--- config.mk ---
export PLATFORM = sky130hd
export DESIGN_NAME = software_pipelined_loop_buffer
export DESIGN_NICKNAME = d
export VERILOG_FILES = /design/src/rtl/loop_buffer_pkg.sv /design/src/rtl/stage_if.sv /design/src/rtl/loop_stage_timer.sv /design/src/rtl/predicate_delay.sv /design/src/rtl/software_pipelined_loop_buffer.sv
export SDC_FILE = /design/constraint.sdc
export NUM_CORES = 1
export LEC_CHECK = 0
export ABC_AREA = 1
export BUFFER_PORTS_ARGS = -buffer_cell sky130_fd_sc_hd__buf_2
export CAP_MARGIN = 20
export CELL_PAD_IN_SITES_DETAIL_PLACEMENT = 1
export CELL_PAD_IN_SITES_GLOBAL_PLACEMENT = 1
export CORE_MARGIN = 2
export CORE_UTILIZATION = 30
export CTS_BUF_LIST = sky130_fd_sc_hd__clkbuf_2
export DETAILED_ROUTE_END_ITERATION = 16
export PLACE_DENSITY_LB_ADDON = 0.08
export SETUP_SLACK_MARGIN = 0.1
export SLEW_MARGIN = 0
export SYNTH_ARGS = -nofsm -noshare
export SYNTH_HDL_FRONTEND = slang
export SYNTH_SLANG_ARGS = --single-unit
--- constraint.sdc ---
create_clock -name clk -period 2.55 [get_ports clk]
set_input_delay 0.51 -clock clk [delete_from_list [all_inputs] [get_ports clk]]
set_output_delay 0.51 -clock clk [all_outputs]
set_load 0.005 [all_outputs]
--- src/rtl/loop_buffer_pkg.sv ---
// shared constants and enumerations of the loop buffer controller
// assumes one core clock; every importer sees the same widths
package loop_buffer_pkg;

  // ----------------------------------------------------------------
  // sizes
  // ----------------------------------------------------------------
  localparam int BUF_DEPTH  = 14;
  localparam int MAX_BODY   = 48;
  localparam int PRED_DELAY = 3;
  localparam int SLOT_W     = 6;
  localparam int OFS_W      = 6;
  localparam int PACKET_W   = 32;

  // ----------------------------------------------------------------
  // fixed values
  // ----------------------------------------------------------------
  localparam logic [SLOT_W-1:0] SLOT_ZERO = 6'h00;
  localparam logic [SLOT_W-1:0] SLOT_ONE  = 6'h01;
  localparam logic [OFS_W-1:0]  OFS_ZERO  = 6'h00;
  localparam logic [OFS_W-1:0]  OFS_ONE   = 6'h01;
  localparam logic [OFS_W-1:0]  OFS_LAST  = 6'(MAX_BODY - 1);

  // ----------------------------------------------------------------
  // enumerations
  // ----------------------------------------------------------------
  typedef enum logic [1:0] {
    KIND_COUNTED = 2'h0,
    KIND_DELAYED = 2'h1,
    KIND_WHILE   = 2'h2
  } loop_kind_type;

  typedef enum logic [1:0] {
    PH_IDLE   = 2'h0,
    PH_LOAD   = 2'h1,
    PH_KERNEL = 2'h2,
    PH_DRAIN  = 2'h3
  } phase_type;

endpackage : loop_buffer_pkg

--- src/rtl/stage_if.sv ---
// carrier between the controller and its stage timer
// assumes both ends share the core clock
`timescale 1ns/100ps
`default_nettype none

interface stage_if;
  import loop_buffer_pkg::*;
  logic              restart;
  logic              hold;
  logic [SLOT_W-1:0] ii;
  logic [SLOT_W-1:0] slot;
  logic              boundary;

  modport timer (input restart, input hold, input ii,
                 output slot, output boundary);
  modport ctrl  (output restart, output hold, output ii,
                 input slot, input boundary);
endinterface : stage_if

`default_nettype wire

--- src/rtl/loop_stage_timer.sv ---
// buffer slot index counter that marks stage boundaries
// assumes ii is at least one while running
`timescale 1ns/100ps
`default_nettype none

module loop_stage_timer
  import loop_buffer_pkg::*;
(
  input  wire logic clk,
  input  wire logic rstn,
  stage_if.timer    st_if
);

  typedef struct packed {
    logic [SLOT_W-1:0] slot;
  } timer_state_type;

  timer_state_type st;
  timer_state_type next_st;

  // ----------------------------------------------------------------
  // slot index
  // ----------------------------------------------------------------
  assign st_if.slot     = st.slot;
  assign st_if.boundary = !st_if.restart && !st_if.hold
                          && (st.slot >= st_if.ii - SLOT_ONE);

  always_comb
  begin
    next_st = st;
    if (st_if.restart)
      next_st.slot = SLOT_ZERO;
    else if (!st_if.hold)
    begin
      if (st.slot >= st_if.ii - SLOT_ONE)
        next_st.slot = SLOT_ZERO;
      else
        next_st.slot = st.slot + SLOT_ONE;
    end
  end

  always_ff @(posedge clk or negedge rstn)
  begin
    if (!rstn)
      st <= '0;
    else
      st <= next_st;
  end

endmodule : loop_stage_timer

`default_nettype wire

--- src/rtl/predicate_delay.sv ---
// fixed delay line for the while-loop exit condition
// assumes the input comes from core-clock logic
`timescale 1ns/100ps
`default_nettype none

module predicate_delay
  import loop_buffer_pkg::*;
#(
  parameter int DEPTH = PRED_DELAY
)
(
  input  wire logic clk,
  input  wire logic rstn,
  input  wire logic condIn,
  output var  logic condOut
);

  typedef struct packed {
    logic [DEPTH-1:0] line;
  } delay_state_type;

  delay_state_type st;
  delay_state_type next_st;

  if (DEPTH < 1) begin : g_bad_depth
    $error("predicate delay needs at least one stage");
  end

  // ----------------------------------------------------------------
  // delay line
  // ----------------------------------------------------------------
  // three cycle lag
  always_comb
  begin
    next_st = st;
    next_st.line = DEPTH'({st.line, condIn});
  end

  assign condOut = st.line[DEPTH-1];

  always_ff @(posedge clk or negedge rstn)
  begin
    if (!rstn)
      st <= '0;
    else
      st <= next_st;
  end

endmodule : predicate_delay

`default_nettype wire

--- src/rtl/software_pipelined_loop_buffer.sv ---
// loop buffer controller for hardware software-pipelined loops
// assumes the fetch path reports each body cycle and stalls on the
// core clock; issue from the buffer runs beside program memory
//
// What this block does
// - while loop counts on predicate, not count
// - test exit condition on every stage boundary
// - while loop exits with no epilog
// - exit three cycles after predicate reaches zero
// - overlapped unfinished iterations are abandoned
// - buffer holds at most fourteen packets
// - capture from start to kernel end packet
// - stages are ii-cycle shifted copies of body
// - body length counts packets and nops, not stalls
// - body length at most forty-eight cycles
// - capture on first pass, kernel from buffer
// - epilog drains entries in load order
// - memory feeds newest stage until kernel end
// - boundary every ii cycles, first is loading
// - first boundary at or after kernel end
// - last kernel boundary precedes epilog only
// - slot index wraps to zero at ii
// - loaded packet valid from next cycle
// - active flag high while buffer active
`timescale 1ns/100ps
`default_nettype none

module software_pipelined_loop_buffer
  import loop_buffer_pkg::*;
#(
  parameter int DEPTH = BUF_DEPTH,
  parameter int PKT_W = PACKET_W
)
(
  input  wire logic                         clk,
  input  wire logic                         rstn,
  input  wire logic                         startValid,
  input  wire loop_buffer_pkg::loop_kind_type startKind,
  input  wire logic [SLOT_W-1:0]            startIi,
  input  wire logic                         fetchValid,
  input  wire logic [PKT_W-1:0]             fetchPacket,
  input  wire logic                         kernelEnd,
  input  wire logic                         stall,
  input  wire logic                         countZero,
  input  wire logic                         predicateZero,
  output var  logic                         memFetchEnable,
  output var  logic [DEPTH-1:0]             bufIssueMask,
  output var  logic [DEPTH-1:0][PKT_W-1:0]  bufPacket,
  output var  logic [SLOT_W-1:0]            slotIndex,
  output var  logic                         stageBoundary,
  output var  logic                         firstLoadBoundary,
  output var  logic                         firstKernelBoundary,
  output var  logic                         lastKernelBoundary,
  output var  logic                         bufferActive,
  output var  logic                         loadOverflow
);

  if (DEPTH < 1 || DEPTH > BUF_DEPTH || PKT_W < 1) begin : g_bad_cfg
    $error("loop buffer depth or packet width out of range");
  end

  localparam int PTR_W = $clog2(DEPTH + 1);
  localparam logic [PTR_W-1:0] PTR_FULL = PTR_W'(DEPTH);
  localparam logic [PTR_W-1:0] PTR_ONE  = PTR_W'(1);

  typedef struct packed {
    logic              valid;
    logic [SLOT_W-1:0] slot;
    logic [OFS_W-1:0]  offset;
    logic [PKT_W-1:0]  packet;
  } entry_type;

  typedef struct packed {
    phase_type              phase;
    logic                   isWhile;
    logic                   kernelSeen;
    logic                   fetchBegun;
    logic                   overflow;
    logic [SLOT_W-1:0]      ii;
    logic [OFS_W-1:0]       loadCount;
    logic [OFS_W-1:0]       dynlen;
    logic [OFS_W-1:0]       drainCount;
    logic [PTR_W-1:0]       writePtr;
    entry_type [DEPTH-1:0]  entries;
  } ctrl_state_type;

  ctrl_state_type st;
  ctrl_state_type next_st;
  logic           predDelayed;
  logic           bnd;
  logic           endNow;

  stage_if stg ();

  // ----------------------------------------------------------------
  // stage timing
  // ----------------------------------------------------------------
  loop_stage_timer u_timer (
    .clk   (clk),
    .rstn  (rstn),
    .st_if (stg)
  );

  predicate_delay #(.DEPTH(PRED_DELAY)) u_pred (
    .clk     (clk),
    .rstn    (rstn),
    .condIn  (predicateZero),
    .condOut (predDelayed)
  );

  assign stg.restart = (st.phase == PH_IDLE) && startValid;
  assign stg.hold    = stall;
  assign stg.ii      = st.ii;

  assign bnd    = stg.boundary && (st.phase != PH_IDLE);
  assign endNow = fetchValid && kernelEnd && !st.kernelSeen;

  // ----------------------------------------------------------------
  // outputs
  // ----------------------------------------------------------------
  assign slotIndex         = stg.slot;
  assign stageBoundary     = bnd;
  assign firstLoadBoundary = bnd && (st.phase == PH_LOAD)
                             && !st.fetchBegun;
  assign firstKernelBoundary = bnd && (st.phase == PH_LOAD)
                               && (st.kernelSeen || endNow);
  assign lastKernelBoundary = bnd && (st.phase == PH_KERNEL)
                              && !st.isWhile && countZero;
  // memory feeds only until kernel end
  assign memFetchEnable = (st.phase == PH_LOAD) && !st.kernelSeen;
  assign bufferActive   = (st.phase != PH_IDLE);
  assign loadOverflow   = st.overflow;

  // issue copies whose slot matches the index
  always_comb
  begin
    for (int i = 0; i < DEPTH; i++)
    begin
      bufIssueMask[i] = st.entries[i].valid && st.fetchBegun && !stall
                        && (st.entries[i].slot == stg.slot)
                        && !((st.phase == PH_DRAIN)
                             && (st.entries[i].offset == st.drainCount));
      bufPacket[i]    = st.entries[i].packet;
    end
  end

  // ----------------------------------------------------------------
  // control
  // ----------------------------------------------------------------
  always_comb
  begin
    next_st = st;
    if (st.phase == PH_IDLE)
    begin
      if (startValid)
      begin
        next_st         = '0;
        next_st.phase   = PH_LOAD;
        next_st.isWhile = (startKind == KIND_WHILE);
        next_st.ii      = (startIi == SLOT_ZERO) ? SLOT_ONE : startIi;
      end
    end
    else if (!stall)
    begin
      case (st.phase)
        PH_LOAD:
        begin
          if (fetchValid && !st.kernelSeen)
          begin
            if (st.writePtr == PTR_FULL)
            begin
              next_st.overflow = 1'b1;
              next_st.phase    = PH_IDLE;
            end
            else
            begin
              next_st.entries[st.writePtr].valid  = 1'b1;
              next_st.entries[st.writePtr].slot   = stg.slot;
              next_st.entries[st.writePtr].offset = st.loadCount;
              next_st.entries[st.writePtr].packet = fetchPacket;
              next_st.writePtr = st.writePtr + PTR_ONE;
            end
          end
          if (endNow)
          begin
            next_st.kernelSeen = 1'b1;
            next_st.dynlen     = st.loadCount + OFS_ONE;
          end
          else if (!st.kernelSeen)
          begin
            if (st.loadCount == OFS_LAST)
            begin
              next_st.overflow = 1'b1;
              next_st.phase    = PH_IDLE;
            end
            else
              next_st.loadCount = st.loadCount + OFS_ONE;
          end
          if (bnd)
          begin
            next_st.fetchBegun = 1'b1;
            if (st.kernelSeen || endNow)
              next_st.phase = PH_KERNEL;
            if (st.isWhile && predDelayed)
              next_st.phase = PH_IDLE;
          end
        end
        PH_KERNEL:
        begin
          if (bnd)
          begin
            if (st.isWhile && predDelayed)
              next_st.phase = PH_IDLE;
            else if (!st.isWhile && countZero)
            begin
              next_st.phase      = PH_DRAIN;
              next_st.drainCount = OFS_ZERO;
            end
          end
        end
        PH_DRAIN:
        begin
          for (int i = 0; i < DEPTH; i++)
            if (st.entries[i].offset == st.drainCount)
              next_st.entries[i].valid = 1'b0;
          next_st.drainCount = st.drainCount + OFS_ONE;
          if (st.drainCount >= st.dynlen - OFS_ONE)
            next_st.phase = PH_IDLE;
        end
        default:
          next_st.phase = PH_IDLE;
      endcase
    end
    if (next_st.phase == PH_IDLE)
    begin
      for (int i = 0; i < DEPTH; i++)
        next_st.entries[i].valid = 1'b0;
      next_st.fetchBegun = 1'b0;
      next_st.kernelSeen = 1'b0;
    end
  end

  always_ff @(posedge clk or negedge rstn)
  begin
    if (!rstn)
      st <= '0;
    else
      st <= next_st;
  end

  // ----------------------------------------------------------------
  // checks
  // ----------------------------------------------------------------
  logic [1:0] age;
  always_ff @(posedge clk or negedge rstn)
  begin
    if (!rstn)
      age <= 2'h0;
    else if (age != 2'h3)
      age <= age + 2'h1;
  end
endmodule : software_pipelined_loop_buffer

`default_nettype wire

Word level (Yosys, flattened, before mapping)
Index checks and enable logic that the tools add are counted.
Storage, ports and cells
  bits in registers: 673
  input bits: 48
  output and inout bits: 475
  logic and storage cells: 394
Operators by class
  $add $sub $neg: 6
  order comparisons: 4
  equality and inequality tests: 62
  muxes and demuxes: 113
  reduce and logical (&&, ||, !) cells: 141
Operator list (number)
  $bwmux W630: 4
  $mux W652: 2
  $mux W634: 2
  $demux W45 S4: 4
  $mux W664: 1
  $mux W44: 15
  $eq A6 B6 Y1: 28
  $reduce_and A6 Y1: 16
  $logic_and A1 B1 Y1: 87
  $mux W6: 11
  $ne A4 B2 Y1 const B: 15
  $mux W45: 1
  $mux W38: 1
  $mux W1: 35
  $mux W32: 1
  $mux W2: 15
  $pmux W1 S2: 14
  $logic_not A1 Y1: 19
  $add A6 B1 Y6 const B: 3
  $ge A6 B6 Y1: 2
  $mux W12: 1
  $pmux W6 S2: 1
  $reduce_and A4 Y1: 3
  $reduce_bool A3 Y1: 4
  other kinds (25): 41

Depth between registers and ports, before layout
Gate-level depths: netlist of the first run.
  depth after elaboration: 15
  mapped depth: 23

By module
A second synthesis of the first run with hierarchy kept.
Unflattened totals
  cells, all modules: 3501
  area, all modules: 32153.3 um2
Modules (own cells, without submodules)
  software_pipelined_loop_buffer: instances 1, cells each 3418, area each 31460.2 um2
  loop_stage_timer: instances 1, cells each 80, area each 618.1 um2
  predicate_delay: instances 1, cells each 3, area each 75.1 um2

Worst setup path after synthesis of the first run
No wires, ideal clock.
  kind: reg-to-reg
  from: reg st, in the netlist stg.ii[2]
  to: reg st[494] (netlist name)
  library setup time: 0.065 ns
  data arrival time: 2.645 ns
  required time: 2.485 ns
  slack: -0.160 ns
  stages on the path, launching flop included: 22
  clock period less this slack: 2.710 ns
  path through: dfrtp_1 > nor2_1 > nand2_1 > nor3_1 > xor2_1 > inv_1 > ha_1 > nand2_1 > nor2_1 > nand2_1 > nand2_1 > nand2_1 > nor2_1 > nor2_1 > nand2_1 > nand2_1 > nand2_2 > nor2_2 > nor3_1 > buf_2 > nand2_1 > nand2_1
RTL lines
  start: declaration: RTL line software_pipelined_loop_buffer.sv:87  | ctrl_state_type st;
  start signal: assignment: RTL line software_pipelined_loop_buffer.sv:248  | st <= next_st;

Worst setup path after layout of the first run
  from: reg st, in the netlist stg.ii[1]
  to: out firstKernelBoundary
Between the ends
  longest elaborated chain between the ends: 6
RTL lines
  $sub A6 B1 Y6: RTL line loop_stage_timer.sv:26  | && (st.slot >= st_if.ii - SLOT_ONE);
  $ge A6 B6 Y1: RTL line loop_stage_timer.sv:26
  $logic_and A1 B1 Y1: RTL line loop_stage_timer.sv:26
  $logic_and A1 B1 Y1: RTL line software_pipelined_loop_buffer.sv:115  | assign bnd = stg.boundary && (st.phase != PH_IDLE);
  $logic_and A1 B1 Y1: RTL line software_pipelined_loop_buffer.sv:125  | assign firstKernelBoundary = bnd && (st.phase == PH_LOAD)
  $logic_and A1 B1 Y1: RTL line software_pipelined_loop_buffer.sv:126  | && (st.kernelSeen || endNow);
  end: declaration: RTL line software_pipelined_loop_buffer.sv:52  | output var logic firstKernelBoundary,
Every way passes these cells.

==> results of run 1 <==
-- stage by stage --
stage          setup TNS, ns  instances
6_report              -40.19       5531
5_1_grt              -128.18       5530
4_1_cts              -480.59       5466
3_5_place_dp           -8.69       4948
3_3_place_gp           -4.86       4948
2_1_floorplan         -0.281       3469
-- registers in the layout (all words and copies together) (netlist names) --
name,count
bufPacket,448
stg.ii,6
u_timer.st_if.slot,6
st,209
u_pred.st,3
loadOverflow,1
-- worst min-delay path, cell delays in order --
cell	delay (ns)
dlygate4sd3_1	0.52
buf_2	0.09
dlygate4sd3_1	0.53
-- power by group through the flow --
stage                     sequential (mW)  combinational [mW]  clock (mW)
final                                14.0                24.6        8.69
after global routing                 14.3                26.2        9.55
after detailed placement             14.0                19.5           0
after floorplan                      13.6                11.0           0
after global placement               13.9                19.2           0
after CTS                            14.0                22.1        9.02
-- synthesized netlist by cell type, types with 4 or more instances --
library cell    n
a21oi_1        29
a221oi_1       12
buf_1           5
buf_12          4
buf_2          18
buf_4         449
buf_6          40
clkbuf_1      197
clkinv_1        9
dfrtp_1       673
ha_1           21
inv_1         162
inv_2           4
mux2_2          4
nand2_1       215
nand2_4        39
nand3_1        50
nand4_1        24
nor2_1        138
nor2_2          5
nor3_1         17
nor4_1         27
o2111ai_1       5
o21a_1          4
o21ai_0       779
o21ai_1       314
o21bai_1        4
o221ai_1        5
o22ai_1       112
o22ai_2         4
xnor2_1        38
xor2_1         42
-- cell type report --
class | count | area (µm²) | share of cell area [%]
clock buffers | 280 | 1400 | 3.32
clock inverters | 44 | 354 | 0.838
multi-input cells | 1917 | 12000 | 28.5
flip-flops and latches | 673 | 16900 | 39.9
diodes | 9 | 22.5 | 0.0533
repair buffers | 1030 | 9100 | 21.5
well taps | 1403 | 1760 | 4.16
inverters | 175 | 706 | 1.67
-- cell families after synthesis --
group                      Yosys count  share of synthesized area [%]
xor gates and xnor gates            80                           2.15
buffers and inverters              888                           16.6
and+or+nand+nor                    526                           7.86
AOI/OAI and AO/OA                 1277                           20.6
DFF                                673                           51.8
muxes                                4                          0.139
adders and majority gates           21                          0.808
-- worst max path at each step --
stage                         start                   to  slack (ns)
after global placement    stg.ii[1]              st[314]       -0.32
after detailed placement  stg.ii[1]              st[449]       -0.46
after floorplan           stg.ii[2]              st[494]       -0.03
after CTS                 stg.ii[2]    firstLoadBoundary       -1.77
final                     stg.ii[1]  firstKernelBoundary       -1.55
after global routing      stg.ii[1]  firstKernelBoundary       -1.88
-- what timing repair did --
item / in CTS / in global routing
hold buffers: 103 / 0
endpoints found under the setup margin: 999 / 1142
endpoints found under the hold margin: 1229 / 0
gates resized for setup: 411 / 316
buffers inserted: 94 / 57
gates cloned: 7 / 12
pin swaps: 81 / 87
-- layer usage --
metal  vias to the layer above  GRT usage (%)  part of all wire (%)
met5                         -              0                     0
met4                         0           8.46                   2.8
met3                       237           7.06                   7.3
met2                       983           41.1                    46
met1                     14900           33.0                    44
li1                      12500              -                     -
==> metrics.csv, run 1 <==
metric;value;unit
status;finished with violations;
failing checks;setup timing;
Ys Warns;0;
max-cap check violation count;0;
post-route cell area;42200;µm²
clock buffer depth;3;
largest net degree at the start of global routing;87;
Main synth FF type;dfrtp_1;
Buf/Inv on CP;5;
TritonCTS sink count;673;
vias in the first global route;30500;
First DRT Iteration DRCs;1880;
worst reg2reg startpoint;stg.ii[1];
CP Data Required Time;2.04;ns
Crit Path Category;reg -> out;
vias per std cell;5.17;
clk slew on worst S/H paths;0.09;ns
Slowest cell on crit path;dfrtp_1;
total grt overflow;0;
critical path fanouts, max;3;
Flop pwr share;29.6;%
overall power;47.3;mW
pwr dens;1120;nW/µm²
placer congestion estimate;0.825;
maximum VDD drop;0.000960;V
most common cell after layout, fill and taps aside;o21ai_0;
Seq/Total Area, Yosys;51.8;%
DRC Markers;0;
Clock Latency Late Sink;1.57;ns
Die Area;111000;µm²
crit-path max cell delay;0.41;ns
Period minus WS final;4.10;ns
Final nets;4057;
P&R area growth vs syn;29.9;%
Synth Instances;3469;
cell accounting for the most synthesized area;dfrtp_1;
Slew Limit Fails;0;
Die W;333;µm
sw frac;46.0;%
fin crit share;161;%
Vias;28600;
Worst R2R Path Depth;24;
# IOs;523;
Starting Density;30.3;%
worst reg-to-reg setup slack;-0.57;ns
Final WS setup;-1.55;ns
Core Footprint;107000;µm²
Critical R2R Capture;st[629];
HP Class;in -> reg;
ANT nets after route;0;
share of layout cells above drive strength 1;38.4;%
Post-synth EDFFs;0;
ranking of synthesized cells by area;dfrtp_1 (52%), o21ai_0 (12%), buf_4 (10%);
beginning of the worst hold path;predicateZero;
Tightest Pin Transition;1.06;ns
mean area per synthesized cell;9.37;µm²
final number of hold-violating endpoints;0;
Leak;20.5;nW
layout filler cell count;12200;
Logic pwr share;52.0;%
first-pass GRT wire length;211;mm
number of CTS-inserted buffers;191;
Util after Layout;39.3;%
Arrival @ worst endpoint;3.59;ns
CP endpoint kind;output pin;
Highest Clock Rate;0.244;GHz
hold_ws;0.224;ns
Post-synth ARST share;100;%
Seq cells post-synth;673;
WHS Path Cells;3;
placed inst area;35100;µm²
Pre-antenna DRT Iters;5;
Syn Nets;3538;
Top delay family on crit path;simple AND/OR/NAND/NOR gates;
final WL;148;mm
Post-Place Worst Slack;-0.457;ns
CP Depth;15;
Root Driver;clkbuf_2;
wire per inst;26.7;µm
Mapped Area;32500;µm²
slew margin rel.;29.4;%
H-tree levels;4;
initial antenna violation count;10;
floorplan row count;120;
critical path cell sequence;nor2_2 -> nand2_2 -> nor3_2 -> xor2_1 -> inv_1 -> ha_4 -> nand2_4 -> nor2_2 -> nand2_1 -> nand2_2 -> buf_6 -> nand4_1 -> buf_4 -> inv_2 -> buf_6;
Fin Clk Skew;0.0934;ns
TritonCTS clock tree;done;
Final setup viols;299;
Die Span Y;333;µm
Total GRT Usage;25.5;%
area share of the largest cell type after synthesis;51.8;%
clock share of power;18.4;%
crit path launch type;flop;
switching pwr;21.8;mW
post-detail-place hpwl;93.7;mm
Unique masters post-synth;46;
commonest cells after routing, fill and taps aside;o21ai_0 (722), dfrtp_1 (663), buf_2 (374);
Power Internal;25.5;mW
Worst Hold Path EP;u_pred.st[0];
RSZ-0062 raised after global routing;true;
Port Buffer Count;522;
Power figures use the tool's default switching activity.
==> run 2, diff against run 1 <==
==> constraint.sdc (replaced) <==
create_clock -name clk -period 2.55 [get_ports clk]
set_input_delay 0.765 -clock clk [delete_from_list [all_inputs] [get_ports clk]]
set_output_delay 0.765 -clock clk [all_outputs]
set_load 0.005 [all_outputs]
==> metrics.csv, run 2 (same netlist as run 1, synthesis figures left out) <==
metric;value;unit;change
TritonCTS clock tree;done;;unchanged
max reg flops;448;;unchanged
critical path fanouts, max;3;;unchanged
CP startpoint;stg.ii[1];;unchanged
Die Area;111000;µm²;unchanged
Pre-antenna DRT Iters;5;;unchanged
pwr dens;1120;nW/µm²;about the same
Clock Latency Late Sink;1.53;ns;was 1.57 ns
Top delay family on crit path;simple AND/OR/NAND/NOR gates;;unchanged
Total GRT Usage;25.6;%;was 25.5%
Highest Clock Rate;0.230;GHz;was 0.244 GHz
H-tree levels;4;;unchanged
WHS Path Cells;4;;was 3
first-pass GRT wire length;212;mm;was 211 mm
post-detail-place hpwl;94.7;mm;was 93.7 mm
most common cell after layout, fill and taps aside;o21ai_0;;unchanged
critical path cell sequence;nor2_1 -> nand2_1 -> nor3_2 -> xor2_1 -> inv_1 -> ha_4 -> nand2_4 -> nor2_2 -> nand2_1 -> nand2_2 -> nand2_2 -> inv_2 -> nand2_4 -> nor2_4 -> buf_2;;was nor2_2 -> nand2_2 -> nor3_2 -> xor2_1 -> inv_1 -> ha_4 -> nand2_4 -> nor2_2 -> nand2_1 -> nand2_2 -> buf_6 -> nand4_1 -> buf_4 -> inv_2 -> buf_6
share of layout cells above drive strength 1;40.1;%;was 38.4%
Period minus WS final;4.35;ns;was 4.10 ns
status;finished with violations;;unchanged
P&R area growth vs syn;32.7;%;was 29.9%
total grt overflow;0;;unchanged
Sum Neg Setup Slack;-174.81;ns;was -40.19 ns
fin crit share;171;%;was 161%
Buf/Inv on CP;3;;was 5
Util after Layout;40.2;%;was 39.3%
final WL;149;mm;was 148 mm
Crit Path Category;reg -> out;;unchanged
Final WS setup;-1.80;ns;was -1.55 ns
TritonCTS sink count;673;;unchanged
max-cap check violation count;0;;unchanged
Worst R2R Path Depth;24;;unchanged
wire per inst;26.7;µm;about the same
maximum VDD drop;0.000557;V;was 0.000960 V
RSZ-0062 raised after global routing;true;;unchanged
Core Footprint;107000;µm²;unchanged
DRC Markers;0;;unchanged
Fin Clk Skew;0.0875;ns;was 0.0934 ns
Leak;21.0;nW;was 20.5 nW
crit path launch type;flop;;unchanged
First DRT Iteration DRCs;1819;;was 1880
HP Class;in -> reg;;unchanged
Post-Place Worst Slack;-0.500;ns;was -0.457 ns
vias in the first global route;30900;;was 30500
Root Driver;clkbuf_2;;unchanged
# IOs;523;;unchanged
clock buffer depth;3;;unchanged
floorplan row count;120;;unchanged
largest net degree at the start of global routing;115;;was 87
final number of hold-violating endpoints;0;;unchanged
placer congestion estimate;0.842;;was 0.825
Reg area;16900;µm²;about the same
Die Span Y;333;µm;unchanged
commonest cells after routing, fill and taps aside;o21ai_0 (698), dfrtp_1 (665), buf_2 (367);;was o21ai_0 (722), dfrtp_1 (663), buf_2 (374)
Tightest Pin Transition;1.04;ns;was 1.06 ns
worst reg2reg startpoint;stg.ii[1];;unchanged
clk slew on worst S/H paths;0.11;ns;was 0.09 ns
CP Data Required Time;1.79;ns;was 2.04 ns
Arrival @ worst endpoint;3.58;ns;was 3.59 ns
layout filler cell count;12200;;about the same
Slowest cell on crit path;dfrtp_1;;unchanged
area occupied by multi-input gates;12100;µm²;was 12000 µm²
Final setup viols;979;;was 299
Port Buffer Count;522;;unchanged
Vias;28800;;was 28600
initial antenna violation count;12;;was 10
vias per std cell;5.15;;was 5.17
number of CTS-inserted buffers;191;;unchanged
beginning of the worst hold path;fetchPacket[21];;was predicateZero
Slew Limit Fails;0;;unchanged
CP endpoint kind;output pin;;unchanged
crit-path max cell delay;0.40;ns;was 0.41 ns
Starting Density;30.3;%;unchanged
ANT nets after route;0;;unchanged
CP Depth;15;;unchanged
Final nets;4110;;was 4057
failing checks;setup timing;;unchanged
Die W;333;µm;unchanged
slew margin rel.;30.4;%;was 29.4%
==> run 2: changes by cell type in the layout (fill, tap and decap cells not counted), sizes merged <==
cell,delta
clkinvlp,+1
inv,+2
clkbuf,+1
dlygate4sd3,-36
buf,+80
diode,+1
clkinv,-5
bufbuf,+4
nand2,+2
==> run 2: metal layers <==
metal | vias to the layer above | wire [µm] | part of all wire [%] | GRT usage [%]
li1 | 12700 | - | - | -
met5 | - | 0 | 0 | 0
met4 | 0 | 4720 | 3.2 | 9.29
met3 | 262 | 10100 | 6.8 | 6.68
met1 | 14900 | 64600 | 43 | 32.6
met2 | 943 | 69300 | 47 | 41.8
==> run 2: area by class of cell <==
cell class | count | area share (%)
Antenna cell | 10 | 0.0580
Clock buffer | 278 | 3.22
Sequential cell | 673 | 39.0
Tap cell | 1403 | 4.07
Multi-Input combinational cell | 1919 | 28.1
Timing Repair Buffer | 1081 | 23.0
Inverter | 175 | 1.68
Clock inverter | 42 | 0.812
==> run 2: stage by stage <==
| stage | power (mW) | hold slack (ns) | cell area, µm² | instances |
|---|---|---|---|---|
| floorplan | 24.6 | 0.331 | 32600 | 3469 |
| global placement | 33.3 | 0.344 | 35600 | 4999 |
| detailed placement | 33.7 | 0.337 | 35600 | 5000 |
| CTS | 46.0 | 0.0112 | 41100 | 5505 |
| global route | 51.2 | 0.0828 | 43200 | 5579 |
| finish | 48.5 | 0.213 | 43200 | 5581 |
==> run 2: path summary, 6_finish.rpt <==
check | to | slack (ns)
worst max-delay path | firstLoadBoundary | -1.80
worst min-delay path | bufPacket[245] | 0.21
worst max register to register | st[314] | -0.58
worst min register to register | u_pred.st[1] | 0.35
max in group asynchronous | st[394] | 0.63
min in group asynchronous | stg.ii[2] | 0.58
==> run 2: timing repair <==
action,4_1_cts,5_1_grt
pin swaps,93,72
hold endpoints to repair,1163,0
endpoints found under the setup margin,1120,1117
hold buffers,65,0
resized for setup,461,354
gates cloned,10,17
setup buffers,133,71
==> run 2: worst register-to-register path, delay by kind of cell (launching register included) <==
kind | cells | cell delay (ns)
AOI/OAI and AO/OA | 2 | 0.32
and+or+nand+nor | 14 | 1.14
buffers and inverters | 6 | 0.68
adders and majority gates | 1 | 0.27
DFF | 1 | 0.40
xor gates and xnor gates | 1 | 0.23
==> run 2: power breakdown <==
group / internal [mW] / total [mW] / switching [mW]
sequential: 12.7 / 14.0 / 1.35
clock: 3.59 / 8.57 / 4.98
combinational: 10.1 / 25.9 / 15.8
